`src/include/pas_pkg.sv`:
```
// package for the main-loop activation sequencer
package pas_pkg;
   // ----------------------------------------------
   // register map
   // ----------------------------------------------
   localparam logic [3:0] PAS_OFF_CTRL   = 4'h0;
   localparam logic [3:0] PAS_OFF_MULT   = 4'h4;
   localparam logic [3:0] PAS_OFF_STATUS = 4'h8;
   localparam logic [3:0] PAS_OFF_BUILD  = 4'hC;
   // ctrl field positions
   localparam int PAS_CTRL_DET_LSB   = 0;
   localparam int PAS_CTRL_STBY_BIT  = 3;
   localparam int PAS_CTRL_OUTB_BIT  = 4;
   // reset values and field encodings
   localparam logic [2:0]  PAS_DET_RST  = 3'h0;
   localparam logic        PAS_STBY_RST = 1'b1;
   localparam logic        PAS_OUTB_RST = 1'b0;
   localparam logic [2:0]  PAS_MULT_RST = 3'h0;
   localparam logic [2:0]  PAS_DET_BOTH = 3'h3;
   localparam logic [2:0]  PAS_DET_NONE = 3'h0;
   localparam logic [2:0]  PAS_MULT_OFF = 3'h0;
   // build interval default: C*V/I with 100 uA, taken as 10 us here
   localparam int PAS_CLK_MHZ      = 200;
   localparam int PAS_BUILD_US     = 10;
   localparam int PAS_BUILD_CYC    = PAS_BUILD_US * PAS_CLK_MHZ;
   localparam logic [31:0] PAS_BUILD_RST = 32'(PAS_BUILD_CYC);

   typedef struct packed {
      logic [2:0] det;
      logic       stby;
      logic       outb;
   } pas_ctrl_t;

   typedef struct packed {
      logic hi_en;
      logic lo_en;
   } pas_pump_t;
endpackage : pas_pkg

```
`src/rtl/pas_seq.sv`:
```
// main-loop activation sequencer with avalon register slave
//
// The placing of the registers and register access over Avalon-MM are this design's own decisions.
`timescale 1ns/10ps
`default_nettype none
// ----------------------------------------------
// Notes on behaviour
// power-on reset floats both main-loop pump outputs.
// host keeps pumps floating for the build interval C*V/100uA after power-up.
// a multiplier field of 000 turns the multiplier off, any other value keeps it alive.
// after re-enabling the multiplier the host waits the build interval again.
// with the main loop active the multiplier only maintains and cannot build.
// host loads all counters and setting bits before leaving standby.
// main loop activates once host writes the detector field or standby bit active; here only the standby bit activates it.
// external reference only when mode pin high and select bit 1, else crystal.
// output B drives the select bit when active and floats in standby.
// standby bit 0 means active, 1 means standby, whatever the mode pin.
// detector field 000 floats both pumps and 011 enables both.
// ----------------------------------------------
module pas_seq (
   input  wire logic        clk_i,
   input  wire logic        rst_n_i,
   input  wire logic [3:0]  avs_address_i,
   input  wire logic        avs_read_i,
   input  wire logic        avs_write_i,
   input  wire logic [31:0] avs_writedata_i,
   output logic      [31:0] avs_readdata_o,
   output logic             avs_waitrequest_o,
   input  wire logic        mode_pin_i,
   output logic             high_current_pump_out_o,
   output logic             low_current_pump_out_o,
   output logic             mult_on_o,
   output logic             mult_build_o,
   output logic             ext_ref_mode_o,
   output logic             outb_o,
   output logic             outb_oe_o,
   output logic             loop_active_o
);
   import pas_pkg::*;

   // ----------------------------------------------
   // mode pin synchroniser
   // ----------------------------------------------
   logic       mode_s1;
   logic       mode_s2;
   logic       mode_s3;
   logic       mode_q;
   logic       mode_agree;
   logic       next_mode_q;
   assign mode_agree  = mode_s2 == mode_s3;
   assign next_mode_q = mode_agree ? mode_s3 : mode_q;

   always_ff @(posedge clk_i or negedge rst_n_i) begin
      if (!rst_n_i) begin
         mode_s1 <= 1'b0;
         mode_s2 <= 1'b0;
         mode_s3 <= 1'b0;
      end else begin
         mode_s1 <= mode_pin_i;
         mode_s2 <= mode_s1;
         mode_s3 <= mode_s2;
      end
   end

   always_ff @(posedge clk_i or negedge rst_n_i) begin
      if (!rst_n_i) begin
         mode_q <= 1'b0;
      end else begin
         mode_q <= next_mode_q;
      end
   end

   // ----------------------------------------------
   // register storage
   // ----------------------------------------------
   pas_ctrl_t   ctrl;
   logic [2:0]  mult_field;
   logic [31:0] build_len;
   logic [31:0] build_cnt;
   logic        ack;

   // ----------------------------------------------
   // bus decode
   // ----------------------------------------------
   logic        req;
   logic        wr_fire;
   logic        rd_start;
   logic        sel_ctrl;
   logic        sel_mult;
   logic        sel_stat;
   logic        sel_bld;
   logic        wr_ctrl;
   logic        wr_mult;
   logic        wr_bld;
   assign req      = avs_read_i | avs_write_i;
   assign wr_fire  = avs_write_i & ack;
   assign rd_start = avs_read_i & ~ack;
   assign sel_ctrl = avs_address_i == PAS_OFF_CTRL;
   assign sel_mult = avs_address_i == PAS_OFF_MULT;
   assign sel_stat = avs_address_i == PAS_OFF_STATUS;
   assign sel_bld  = avs_address_i == PAS_OFF_BUILD;
   assign wr_ctrl  = wr_fire & sel_ctrl;
   assign wr_mult  = wr_fire & sel_mult;
   assign wr_bld   = wr_fire & sel_bld;
   // one wait cycle then answer
   assign avs_waitrequest_o = req & ~ack;

   // ----------------------------------------------
   // behaviour wires
   // ----------------------------------------------
   logic        mult_on;
   logic        building;
   logic        loop_active;
   logic        hi_en;
   logic        lo_en;
   assign mult_on     = mult_field != PAS_MULT_OFF;
   assign building    = mult_on & (build_cnt != 32'h0);
   assign loop_active = ~ctrl.stby;
   assign hi_en       = loop_active & ctrl.det[1];
   assign lo_en       = loop_active & ctrl.det[0];

   // ----------------------------------------------
   // read back
   // ----------------------------------------------
   logic [31:0] status;
   logic [31:0] ctrl_rd;
   logic [31:0] mult_rd;
   logic [31:0] rd_mux;
   assign status  = {26'h0, mode_q, building, mult_on, loop_active, lo_en, hi_en};
   assign ctrl_rd = {27'h0, ctrl.outb, ctrl.stby, ctrl.det};
   assign mult_rd = {29'h0, mult_field};
   assign rd_mux  = sel_ctrl ? ctrl_rd :
                    sel_mult ? mult_rd :
                    sel_stat ? status :
                    sel_bld  ? build_len : 32'h0;

   // ----------------------------------------------
   // next values
   // ----------------------------------------------
   pas_ctrl_t   wr_ctrl_val;
   pas_ctrl_t   next_ctrl;
   logic [2:0]  next_mult_field;
   logic [31:0] next_build_len;
   logic [31:0] next_build_cnt;
   logic        next_ack;
   logic [31:0] next_readdata;
   assign wr_ctrl_val = {avs_writedata_i[PAS_CTRL_DET_LSB +: 3],
                         avs_writedata_i[PAS_CTRL_STBY_BIT],
                         avs_writedata_i[PAS_CTRL_OUTB_BIT]};
   assign next_ctrl       = wr_ctrl ? wr_ctrl_val : ctrl;
   assign next_mult_field = wr_mult ? avs_writedata_i[2:0] : mult_field;
   assign next_build_len  = wr_bld ? avs_writedata_i : build_len;
   // build timer restarts when multiplier is off; only runs while loop idle
   assign next_build_cnt  = !mult_on ? build_len :
                            (building & ~loop_active) ? build_cnt - 32'h1 :
                            build_cnt;
   assign next_ack        = req & ~ack;
   assign next_readdata   = rd_start ? rd_mux : avs_readdata_o;

   // ----------------------------------------------
   // registers
   // ----------------------------------------------
   always_ff @(posedge clk_i or negedge rst_n_i) begin
      if (!rst_n_i) begin
         ack <= 1'b0;
      end else begin
         ack <= next_ack;
      end
   end

   always_ff @(posedge clk_i or negedge rst_n_i) begin
      if (!rst_n_i) begin
         avs_readdata_o <= 32'h0;
      end else begin
         avs_readdata_o <= next_readdata;
      end
   end

   always_ff @(posedge clk_i or negedge rst_n_i) begin
      if (!rst_n_i) begin
         ctrl <= {PAS_DET_RST, PAS_STBY_RST, PAS_OUTB_RST};
      end else begin
         ctrl <= next_ctrl;
      end
   end

   always_ff @(posedge clk_i or negedge rst_n_i) begin
      if (!rst_n_i) begin
         mult_field <= PAS_MULT_RST;
      end else begin
         mult_field <= next_mult_field;
      end
   end

   always_ff @(posedge clk_i or negedge rst_n_i) begin
      if (!rst_n_i) begin
         build_len <= PAS_BUILD_RST;
      end else begin
         build_len <= next_build_len;
      end
   end

   always_ff @(posedge clk_i or negedge rst_n_i) begin
      if (!rst_n_i) begin
         build_cnt <= PAS_BUILD_RST;
      end else begin
         build_cnt <= next_build_cnt;
      end
   end

   // ----------------------------------------------
   // outputs
   // ----------------------------------------------
   assign high_current_pump_out_o = hi_en;
   assign low_current_pump_out_o  = lo_en;
   assign mult_on_o      = mult_on;
   assign mult_build_o   = building & ~loop_active;
   assign ext_ref_mode_o = mode_q & ctrl.outb;
   assign outb_o         = ctrl.outb;
   assign outb_oe_o      = loop_active;
   assign loop_active_o  = loop_active;
endmodule : pas_seq
`default_nettype wire

```
`config.mk`:
```
export PLATFORM = sky130hd
export DESIGN_NAME = pas_seq
export DESIGN_NICKNAME = d
export VERILOG_FILES = /design/src/include/pas_pkg.sv /design/src/rtl/pas_seq.sv
export SDC_FILE = /design/constraint.sdc
export NUM_CORES = 1
export LEC_CHECK = 0
export CAP_MARGIN = 20
export CORE_UTILIZATION = 35
export DETAILED_ROUTE_END_ITERATION = 7
export DONT_BUFFER_PORTS = 1
export GPL_TIMING_DRIVEN = 1
export SKIP_LAST_GASP = 1
export SYNTH_ARGS = -nofsm -noshare
export SYNTH_HDL_FRONTEND = slang
export SYNTH_SLANG_ARGS = --single-unit
```
`constraint.sdc`:
```
create_clock -name clk_i -period 4.4 [get_ports clk_i]
set_clock_uncertainty 0.15 [all_clocks]
set_input_delay 0.22 -clock clk_i [delete_from_list [all_inputs] [get_ports clk_i]]
set_output_delay 0.22 -clock clk_i [all_outputs]
set_load 0.03 [all_outputs]
```
==> Yosys cells after proc, flatten, opt, wreduce, memory -nomap -nowiden <==
Cells that the tools add are included.
{ "totals": {"out_inout_bits": 41, "regBits": 109, "inputBits": 41} }
{ "classes": {"bitwise": 14, "muxes": 6, "n_reduce_logical": 3, "eq_ne": 5, "add_sub_neg": 1} }
{ "ops": {"columns": ["op", "n"], "rows": [
  ["$mux 32", 6],
  ["$reduce_bool 32->1", 1],
  ["$sub 32x1->32 const B", 1],
  ["$and 1x1->1", 11],
  ["$eq 4x4->1 const B", 2],
  ["$eq 4x3->1 const B", 1],
  ["$logic_not 4->1", 1],
  ["$reduce_bool 3->1", 1],
  ["$ne 2x2->1 const B", 1],
  ["$not 1->1", 2],
  ["$eq 1x1->1", 1],
  ["$or 1x1->1", 1]
]} }

==> Longest topological paths before layout <==
Gate-level depths: netlist of run 1.
{ "logic_depth": {"depth_word": 5, "depth_mapped": 9, "ltp_nobuf": 7} }

==> Least setup slack after synthesis of run 1 <==
No wires, ideal clock.
{ "synth_timing": {"path_kind": "reg2out", "startpoint": "register build_cnt[0]", "endpoint": "output mult_build_o", "arrival_time_ns": 1.836, "path_stages_with_launch": 9, "path_slack_ns": 2.194, "cell_sequence": "dfrtp_1 inv_1 ha_1 nor4b_4 nand4_4 o31ai_4 buf_4 buf_6 nor2_1"} }
{ "synth_via": {"elab_chain_cells": 3} }
{ "synth_lines": {"columns": ["element", "line", "rtl"], "rows": [
  ["start, declared", "pas_seq.sv:79", "logic [31:0] build_cnt;"],
  ["start signal, assigned", "pas_seq.sv:207", "build_cnt <= next_build_cnt;"],
  ["$reduce_bool 32->1", "pas_seq.sv:117", "assign building = mult_on & (build_cnt != 32'h0);"],
  ["$and 1x1->1", "pas_seq.sv:117", null],
  ["$and 1x1->1", "pas_seq.sv:217", "assign mult_build_o = building & ~loop_active;"],
  ["end, declared", "pas_seq.sv:33", "output logic mult_build_o,"]
]} }
No other way between the ends.

==> Final worst setup path of run 1 <==
Ends and elaborated chain as after synthesis.

==> impl_metrics.py, run 1 <==
metrics = {
    "die": {
        "chipWidth_microns": 123,
        "die_area_sq_um": 15200,
        "die_y_microns": 123,
        "ios": 82,
        "row_count": 43,
        "start_util_pct": 36.4,
        "core_area_sq_um": 14100,
    },
    "timing": {
        "worst_slew_pin_slew_ns": 0.978,
        "drv_slew": 0,
        "grt_setup_unrepaired": "false",
        "setup_tns_ns": 0,
        "whs_ns": 0.0230,
        "min_period_over_period_pct": 71.9,
        "finalHoldViolations": 0,
        "final-setup-viol-count": 0,
        "max_freq_ghz": 0.316,
        "slew_headroom_pct": 34.6,
        "period_needed_ns": 3.16,
    },
    "global_route": {
        "track_usage_pct": 17.6,
        "grt_max_degree": 110,
        "overflow": 0,
        "grt_pass1_vias": 3732,
        "grt_pass1_wl_microns": 20000,
        "antenna_found_initial": 0,
    },
    "power_and_ir_drop": {
        "p_leak_nw": 2.42,
        "vdd_ir_drop_max_mv": 0.229,
        "switching_power_mw": 1.17,
        "netSwitchingFraction_pct": 36.1,
        "seqPwrFrac_pct": 49.3,
        "power_density_nw_per_um2": 541,
        "fin_total_pwr_mw": 3.23,
        "pwr-share-comb_pct": 27.4,
        "p_int_mw": 2.07,
        "p_clk_share_pct": 23.3,
    },
    "cells_and_area": {
        "syn2layout_area_growth_pct": 16.4,
        "fin_area_sq_um": 5980,
        "n_antenna_cell": 0,
        "final_nets": 506,
        "nFillCells": 1360,
        "drive_above_1_share_pct": 21.7,
    },
    "setup_path": {
        "crit_fanout": 23,
        "reg2reg_setup_slack_ns": 1.69,
        "path_buf_inv": 1,
        "timing.rr.start": "build_cnt[0]$_DFFE_PN0P_",
        "rr_worst_depth": 7,
        "path_cells": "inv_1 -> ha_1 -> nor4b_4 -> nand4_4 -> o31ai_4 -> nor2_1",
        "start_kind": "register",
        "timing.rr.end": "build_cnt[25]$_DFFE_PN0P_",
        "worstSetupPathType": "reg -> out",
        "critical-path-slowest-cell": "o31ai_4",
        "crit_path_end_kind": "primary output",
        "cp.required_ns": 4.03,
        "path_delay_family": "simple AND/OR/NAND/NOR gates",
        "crit_arrival_ns": 2.79,
        "slowest_delay_ns": 0.76,
    },
    "place": {
        "hpwlAfterDp_microns": 7900,
        "post_dp_cell_area_sq_um": 5290,
        "port_buffers": 0,
        "place_congestion": 0.811,
    },
    "yosys": {
        "ys_top_cells_by_count": "dfrtp_1, mux2_2, nor2_1, a22o_1, a31oi_1",
        "synthArstFlopShare_pct": 100,
        "synth.area.mux_share_pct": 10.5,
        "synth_top_area_share_pct": 46.8,
        "yosysMostFrequentCell": "dfrtp_1",
        "yosysTopAreaCell": "dfrtp_1",
        "yosys_warnings": 0,
        "syn_avg_cell_area_sq_um": 11.8,
        "synthCells": 434,
        "synth_compound_area_share_pct": 14.0,
        "syn_area_sq_um": 5130,
        "ys_ff_latch": 109,
        "synth_top_family_by_area": "simple AND/OR/NAND/NOR gates",
        "synthesis.nets": 476,
        "ys.flop_type": "dfrtp_1",
        "yosys.area_share.simple_pct": 17.3,
        "synth_cell_types": 58,
        "synth_edf_count": 0,
        "yosys.area_share.xor_xnor_pct": 1.71,
        "synthTopCellsByArea": "dfrtp_1, mux2_2, dfstp_2, a22o_1, nor2_1",
        "synth_adder_area_share_pct": 0.439,
        "ys_seq_area_share_pct": 53.4,
    },
    "clocking": {
        "root_buffer": "clkbuf_16",
        "cts_tree": "yes",
        "h-tree-depth": 3,
        "post-cts-setup-buffers": 0,
        "clock_latency_ns": 0.35,
        "cts_buffers": 9,
        "clkTransAtPathRegs_ns": 0.07,
        "clock_sinks": 109,
        "clk_path_buf_depth": 2,
    },
    "worst_hold_path": {
        "min_path_type": "in -> reg",
        "hold_start": "avs_address_i[2]",
        "worstHoldEndpoint": "mult_field[2]$_DFFE_PN0P_",
        "hold_depth": 2,
    },
    "drt": {
        "route.detailed.drc": 0,
        "dr.first_iter.drc_count": 119,
        "wl_per_cell_microns": 18.7,
        "vias_per_cell": 5.65,
        "dr.pass1.iters": 4,
        "wl_microns": 12200,
        "vias": 3665,
        "ant_nets": 0,
    },
    "run": {
        "max-cap-violations": 0,
    },
    "status": {
        "status": "complete, no violations",
    },
}
[sequential cells by signal, summed over array words and instances (netlist names)]
register        cells
ack                 1
mult_field          3
mode_q              1
ctrl                4
build_cnt          32
mode_s1             1
mode_s3             1
outb_o              1
build_len          32
avs_readdata_o     32
mode_s2             1
[layer usage]
metal	track usage (%)	part of all wire [%]
met1	23.3	46
met5	0	0
met2	27.7	47
met4	7.30	2.0
met3	4.11	4.5
[cells by family (layout without fill, tap and decap cells)]
group	after synthesis	in the layout
AND/OR/NAND/NOR	141	141
flip-flops	109	109
AO/OA/AOI/OAI	97	97
multiplexers	45	45
buffers and inverters	30	65
XOR/XNOR	10	10
adder cells (fa/ha/maj)	2	2
[per-stage QoR]
stage	cells	util (%)	worst slack, ns
3_3_place_gp	593	37.6	1.64
4_1_cts	649	42.4	1.22
6_report	649	42.4	1.24
2_1_floorplan	434	-	2.19
5_1_grt	649	42.4	1.02
3_5_place_dp	593	37.6	1.62
[power groups by stage]
stage / sequential (mW) / clock (mW) / combinational [mW]
after floorplan: 1.53 / 0 / 0.706
after global placement: 1.60 / 0 / 0.819
after detailed placement: 1.61 / 0 / 0.836
after CTS: 1.60 / 0.786 / 0.897
after global routing: 1.64 / 0.817 / 0.994
final: 1.59 / 0.752 / 0.886
[cell usage in the layout, fill, tap and decap left out, types with 5 or more instances in the layout]
cell type / count
a21oi_1: 7
a22o_1: 31
a31oi_1: 21
clkbuf_16: 9
dfrtp_1: 96
dfstp_2: 13
dlygate4sd3_1: 39
mux2_2: 41
nand2_1: 19
nand3_1: 7
nand4_1: 5
nand4b_1: 5
nor2_1: 36
nor3_1: 7
nor3_2: 5
nor4_1: 5
o21ai_1: 13
o31ai_1: 7
o41ai_1: 5
or3_1: 9
or4_1: 9
xnor2_1: 9
[worst max path at each step]
stage | from | to | slack, ns | cells after the start
2_1_floorplan | build_cnt[0]$_DFFE_PN0P_ | mult_build_o | 2.19 | 8
3_3_place_gp | build_cnt[0]$_DFFE_PN0P_ | mult_build_o | 1.64 | 6
6_report | build_cnt[0]$_DFFE_PN0P_ | mult_build_o | 1.24 | 6
3_5_place_dp | build_cnt[0]$_DFFE_PN0P_ | mult_build_o | 1.62 | 6
4_1_cts | build_cnt[0]$_DFFE_PN0P_ | mult_build_o | 1.22 | 6
5_1_grt | build_cnt[0]$_DFFE_PN0P_ | mult_build_o | 1.02 | 6
[worst reg2reg max path: stages, from the launching register on]
cell,delay (ns)
dfrtp_1,0.41
inv_1,0.07
ha_1,0.17
nor4b_4,0.45
nand4_4,0.23
o31ai_4,0.76
o41ai_1,0.20
a31oi_1,0.20
[timing repair]
item / CTS / global route
hold endpoints to repair: 155 / 0
setup endpoints to repair: 0 / 0
hold buffers: 40 / 0
gates resized for setup: 0 / 0
[area by class of cell]
cell class                      count  area, sq um  share of cell area, %
Clock buffer                       14          254                   4.25
Clock inverter                      2         10.0                  0.168
Inverter                            5         18.8                  0.314
Multi-Input combinational cell    295         2280                   38.1
Sequential cell                   109         2740                   45.9
Tap cell                          180          225                   3.77
Timing Repair Buffer               44          448                   7.50
No activity file was read; power rests on OpenSTA's default activity.
==> inputs of run 2 (changes only) <==
ABC_AREA = 1   (was default)
clock period = 2.63 ns   (was 4.4 ns; I/O delays follow)
==> run 2 against run 1 <==
The flow now finishes with violations (negative hold slack). Sequential power grew 63%. Setup slack lost 0.90 ns. First-iteration DRC count grew to 2.8 times the previous value. Sequential share of layout area shrank 4.0 points. Wire length grew 19%. Synthesized cell count grew 63%. Die area grew 9.6%. Largest cell class unchanged.
==> impl_metrics.py, run 2 <==
metrics = {
    "yosys": {
        "synth_top_family_by_area": "simple AND/OR/NAND/NOR gates",
        "yosysMostFrequentCell": "nand2_1",
        "synth_compound_area_share_pct": 9.19,
        "synthTopCellsByArea": "dfrtp_1, nand2_1, nand3_1, dfstp_2, nor2_1",
        "synthArstFlopShare_pct": 100,
        "ys_ff_latch": 109,
        "synth_edf_count": 0,
        "syn_avg_cell_area_sq_um": 7.96,
        "yosysTopAreaCell": "dfrtp_1",
        "ys_seq_area_share_pct": 48.7,
        "synth_top_area_share_pct": 42.6,
        "yosys.area_share.simple_pct": 30.8,
        "ys_top_cells_by_count": "nand2_1, dfrtp_1, nor2_1, nand3_1, inv_1",
        "synthesis.nets": 750,
        "yosys_warnings": 0,
        "synth_cell_types": 39,
        "synth.area.mux_share_pct": 3.20,
        "ys.flop_type": "dfrtp_1",
        "syn_area_sq_um": 5640,
        "synthCells": 708,
        "yosys.area_share.xor_xnor_pct": 1.09,
        "synth_adder_area_share_pct": 0.400,
    },
    "clocking": {
        "cts-hold-fix-buffers": 37,
        "h-tree-depth": 3,
        "cts_buffers": 9,
        "clock_latency_ns": 0.36,
        "post-cts-setup-buffers": 0,
        "clkTransAtPathRegs_ns": 0.08,
        "root_buffer": "clkbuf_16",
        "clock_sinks": 109,
        "post_cts_resized": 0,
        "clk_path_buf_depth": 2,
        "cts_tree": "yes",
    },
    "drt": {
        "vias_per_cell": 4.91,
        "wl_per_cell_microns": 15.1,
        "dr.first_iter.drc_count": 333,
        "wl_microns": 14500,
        "route.detailed.drc": 0,
        "dr.pass1.iters": 5,
        "ant_nets": 0,
        "vias": 4706,
    },
    "cells_and_area": {
        "final_util_pct": 41.4,
        "final_nets": 780,
        "n_antenna_cell": 0,
        "drive_above_1_share_pct": 12.0,
        "nFillCells": 1609,
        "reg_top3": "avs_readdata_o x32, build_cnt x32, build_len x32",
        "syn2layout_area_growth_pct": 16.1,
        "final_cell_mix": "nand2_1, dfrtp_1, nor2_1",
        "layout_commonest_cell": "nand2_1",
    },
    "setup_path": {
        "path_buf_inv": 3,
        "reg2reg_setup_slack_ns": 0.57,
        "critical-path-slowest-cell": "dfrtp_1",
        "rr_worst_depth": 10,
        "timing.rr.start": "build_cnt[0]$_DFFE_PN0P_",
        "timing.rr.end": "build_cnt[4]$_DFFE_PN1P_",
        "cpMostUsedCell": "buf_4",
        "crit_path_end_kind": "primary output",
        "crit_fanout": 7,
        "cp.required_ns": 2.35,
        "crit_arrival_ns": 2.01,
        "worstSetupPathType": "reg -> out",
        "path_delay_family": "simple AND/OR/NAND/NOR gates",
        "slowest_delay_ns": 0.38,
        "path_cells": "inv_1 -> ha_1 -> nand2_2 -> nor2_4 -> nand2_4 -> nor2_8 -> nor3_2 -> buf_4 -> buf_4",
        "start_kind": "register",
    },
    "power_and_ir_drop": {
        "power_density_nw_per_um2": 932,
        "fin_total_pwr_mw": 6.10,
        "p_leak_nw": 3.12,
        "vdd_ir_drop_max_mv": 0.426,
    },
    "timing": {
        "setup_slack_ns": 0.341,
        "min_period_over_period_pct": 87.0,
        "max_freq_ghz": 0.437,
        "finalHoldViolations": 109,
        "final-setup-viol-count": 0,
        "slew_headroom_pct": 51.0,
        "setup_tns_ns": 0,
        "grt_setup_unrepaired": "false",
        "worst_slew_pin_slew_ns": 0.734,
        "period_needed_ns": 2.29,
        "whs_ns": -0.684,
        "drv_slew": 0,
    },
    "die": {
        "die_area_sq_um": 16600,
        "chipWidth_microns": 129,
        "row_count": 46,
        "die_y_microns": 129,
        "ios": 82,
        "core_area_sq_um": 15800,
        "start_util_pct": 35.6,
    },
    "place": {
        "port_buffers": 0,
        "place_congestion": 0.889,
        "dp_slack_ns": 0.146,
        "hpwlAfterDp_microns": 10200,
    },
    "global_route": {
        "antenna_found_initial": 0,
        "track_usage_pct": 18.7,
        "overflow": 0,
        "grt_max_degree": 110,
        "grt_pass1_wl_microns": 24200,
        "grt_pass1_vias": 4765,
    },
    "worst_hold_path": {
        "min_path_type": "in -> async",
    },
    "status": {
        "violations": "negative hold slack",
        "status": "finished, violations left",
    },
    "run": {
        "max-cap-violations": 0,
    },
}
==> run 2: kinds of logic (layout without fill, tap and decap cells) <==
kind of cell / count (synthesis) / in the layout
AOI/OAI and AO/OA: 83 / 83
xor gates and xnor gates: 7 / 7
adders and majority gates: 2 / 2
buffers and inverters: 86 / 121
DFF: 109 / 109
muxes: 16 / 16
and+or+nand+nor: 405 / 405
==> run 2: final cells by class <==
type                       instances  area, sq um  share of cell area, %
clock inverter                     7         97.6                   1.49
multi-input combinational        513         2520                   38.5
sequential                       109         2740                   41.9
tap                              216          270                   4.13
timing repair buffer              48          473                   7.23
clock buffer                       9          225                   3.44
inverter                          57          214                   3.27
==> run 2: metrics by stage <==
step | std cells | cell area (sq um)
2_1_floorplan | 708 | 5640
3_3_place_gp | 905 | 5820
3_5_place_dp | 905 | 5820
4_1_cts | 958 | 6520
5_1_grt | 959 | 6550
6_report | 959 | 6550
==> run 2: worst register-to-register path, delay by kind of cell (launching register included) <==
kind	cells	cell delay (ns)
AOI/OAI and AO/OA	3	0.56
and+or+nand+nor	4	0.37
adders and majority gates	1	0.26
buffers and inverters	2	0.32
DFF	1	0.35
==> run 2: worst max path at each step <==
stage                                      endpoint  cells after the start                startpoint
final                                  mult_build_o                      9  build_cnt[0]$_DFFE_PN0P_
after detailed placement   build_cnt[4]$_DFFE_PN1P_                      9  build_cnt[0]$_DFFE_PN0P_
after global placement     build_cnt[4]$_DFFE_PN1P_                      9  build_cnt[0]$_DFFE_PN0P_
after global routing                   mult_build_o                      9  build_cnt[0]$_DFFE_PN0P_
after floorplan           build_cnt[18]$_DFFE_PN0P_                      9  build_cnt[0]$_DFFE_PN0P_
after CTS                  build_cnt[4]$_DFFE_PN1P_                      9  build_cnt[0]$_DFFE_PN0P_
==> run 2: where the power goes <==
group	total [mW]	internal, mW	switching [mW]
Combinational	2.03	0.732	1.30
Sequential	2.59	2.12	0.476
Clock	1.48	0.838	0.641
==> run 2: layer usage <==
metal | vias to the layer above | track usage, % | wire length, microns
li1 | 2344 | - | -
met1 | 2223 | 25.4 | 6730
met2 | 117 | 29.3 | 6640
met3 | 22 | 4.07 | 831
met4 | 0 | 7.34 | 317
met5 | - | 0 | 0
==> inputs of run 3 (changes only) <==
clock period = 2.3 ns   (was 2.63 ns; I/O delays follow)
==> run 3 against run 2 <==
The run still ends with negative hold slack left. Global-route usage rose by 0.72 points. Critical path type is now reg -> reg. Sequential power is 12% higher. Combinational power increased by 25%. Utilization rose by 0.32 points. Critical path depth up 3. Critical endpoint is now build_cnt[20]$_DFFE_PN0P_. Via count is 1.2% higher. Wire length rose by 2.9%. Non-clock buffer count increased by 10. Final cell count increased by 1.1%. Die area unchanged. Flip-flop and latch count is the same.
==> impl_metrics.py, run 3 (same netlist as run 2, synthesis figures left out) <==
metrics = {
    "status": {
        "status": "finished, violations left",
        "violations": "negative hold slack",
    },
    "setup_path": {
        "start_kind": "register",
        "cpMostUsedCell": "nand2_1",
        "path_cells": "inv_1 -> ha_1 -> nand2_2 -> buf_4 -> inv_1 -> nand2_1 -> nor2_1 -> nand3_1 -> nand3_1 -> nand2_1 -> nand2_1 -> nand2_1",
        "slowest_delay_ns": 0.38,
        "reg2reg_setup_slack_ns": 0.16,
        "path_delay_family": "simple AND/OR/NAND/NOR gates",
        "critical-path-slowest-cell": "dfrtp_1",
        "timing.rr.start": "build_cnt[0]$_DFFE_PN0P_",
        "worstSetupPathType": "reg -> reg",
        "crit_path_end_kind": "register",
        "timing.rr.end": "build_cnt[20]$_DFFE_PN0P_",
        "crit_arrival_ns": 2.24,
        "rr_worst_depth": 12,
        "critical_path.startpoint": "build_cnt[0]$_DFFE_PN0P_",
        "path_buf_inv": 3,
        "cp.required_ns": 2.40,
        "crit_fanout": 5,
    },
    "global_route": {
        "grt_pass1_vias": 4739,
        "track_usage_pct": 19.5,
        "grt_max_degree": 110,
        "grt_pass1_wl_microns": 24800,
        "antenna_found_initial": 0,
        "overflow": 0,
    },
    "timing": {
        "slew_headroom_pct": 46.1,
        "worst_slew_pin_slew_ns": 0.808,
        "final-setup-viol-count": 0,
        "finalHoldViolations": 109,
        "setup_tns_ns": 0,
        "grt_setup_unrepaired": "false",
        "period_needed_ns": 2.14,
        "max_freq_ghz": 0.468,
        "whs_ns": -0.701,
        "setup_slack_ns": 0.163,
        "drv_slew": 0,
        "min_period_over_period_pct": 92.9,
    },
    "drt": {
        "wl_microns": 14900,
        "dr.pass1.iters": 5,
        "vias": 4763,
        "dr.first_iter.drc_count": 245,
        "route.detailed.drc": 0,
        "ant_nets": 0,
        "wl_per_cell_microns": 15.4,
        "vias_per_cell": 4.91,
    },
    "clocking": {
        "clock_sinks": 109,
        "cts_buffers": 9,
        "clock_latency_ns": 0.36,
        "clk_path_buf_depth": 2,
        "cts_tree": "yes",
        "cts-hold-fix-buffers": 37,
        "clkTransAtPathRegs_ns": 0.07,
        "h-tree-depth": 3,
        "root_buffer": "clkbuf_16",
    },
    "run": {
        "max-cap-violations": 0,
    },
    "die": {
        "die_area_sq_um": 16600,
        "row_count": 46,
        "chipWidth_microns": 129,
        "ios": 82,
        "core_area_sq_um": 15800,
        "die_y_microns": 129,
        "start_util_pct": 35.6,
    },
    "worst_hold_path": {
        "min_path_type": "in -> async",
    },
    "place": {
        "place_congestion": 0.912,
        "post_dp_cell_area_sq_um": 5910,
        "hpwlAfterDp_microns": 10200,
        "dp_slack_ns": -0.0837,
        "port_buffers": 0,
    },
    "cells_and_area": {
        "final_cell_mix": "nand2_1, dfrtp_1, nor2_1",
        "layout_commonest_cell": "nand2_1",
        "final_nets": 791,
        "nFillCells": 1598,
        "syn2layout_area_growth_pct": 17.0,
        "drive_above_1_share_pct": 13.1,
        "n_antenna_cell": 0,
        "reg_top3": "avs_readdata_o x32, build_cnt x32, build_len x32",
        "fin_area_sq_um": 6600,
    },
    "power_and_ir_drop": {
        "fin_total_pwr_mw": 6.94,
        "vdd_ir_drop_max_mv": 0.528,
        "p_leak_nw": 3.16,
        "power_density_nw_per_um2": 1050,
    },
}
[run 3: worst max-delay path by stage]
stage | end | slack, ns | depth (start not counted)
after floorplan | build_cnt[18]$_DFFE_PN0P_ | 0.37 | 9
final | build_cnt[20]$_DFFE_PN0P_ | 0.16 | 12
after global placement | build_cnt[4]$_DFFE_PN1P_ | -0.01 | 9
after global routing | build_cnt[24]$_DFFE_PN0P_ | 0.04 | 10
after CTS | build_cnt[9]$_DFFE_PN1P_ | -0.01 | 9
after detailed placement | build_cnt[4]$_DFFE_PN1P_ | -0.08 | 9
[run 3: repair_timing]
item | CTS | global route
gates resized for setup | 1 | 2
hold endpoints to repair | 155 | 109
endpoints found under the setup margin | 3 | 21
setup buffers | 0 | 1
pin swaps | 1 | 1
cloned | 1 | 0
[run 3: routing by layer]
| metal | GRT usage, % | part of all wire, % | vias up |
|---|---|---|---|
| met4 | 7.96 | 2.0 | 0 |
| met3 | 3.53 | 4.5 | 20 |
| met2 | 30.1 | 46 | 105 |
| met1 | 26.8 | 47 | 2267 |
| li1 | - | - | 2371 |
| met5 | 0 | 0 | - |
[run 3: metrics by stage]
step / utilization [%] / cells
detailed placement: 37.4 / 915
global placement: 37.4 / 915
global route: 41.7 / 970
CTS: 41.5 / 969
floorplan: - / 708
finish: 41.7 / 970
[run 3: power breakdown]
part | switching, mW | internal (mW) | total (mW)
Clock | 0.705 | 0.789 | 1.49
Combinational | 1.61 | 0.925 | 2.54
Sequential | 0.493 | 2.42 | 2.91
Total | 2.81 | 4.13 | 6.94
[run 3: area by class of cell]
type | count | area [sq um] | area share [%]
Inverter | 57 | 214 | 3.24
Multi-Input combinational cell | 514 | 2550 | 38.6
Clock buffer | 12 | 256 | 3.89
Sequential cell | 109 | 2740 | 41.6
Clock inverter | 4 | 22.5 | 0.341
Tap cell | 216 | 270 | 4.10
Timing Repair Buffer | 58 | 541 | 8.19
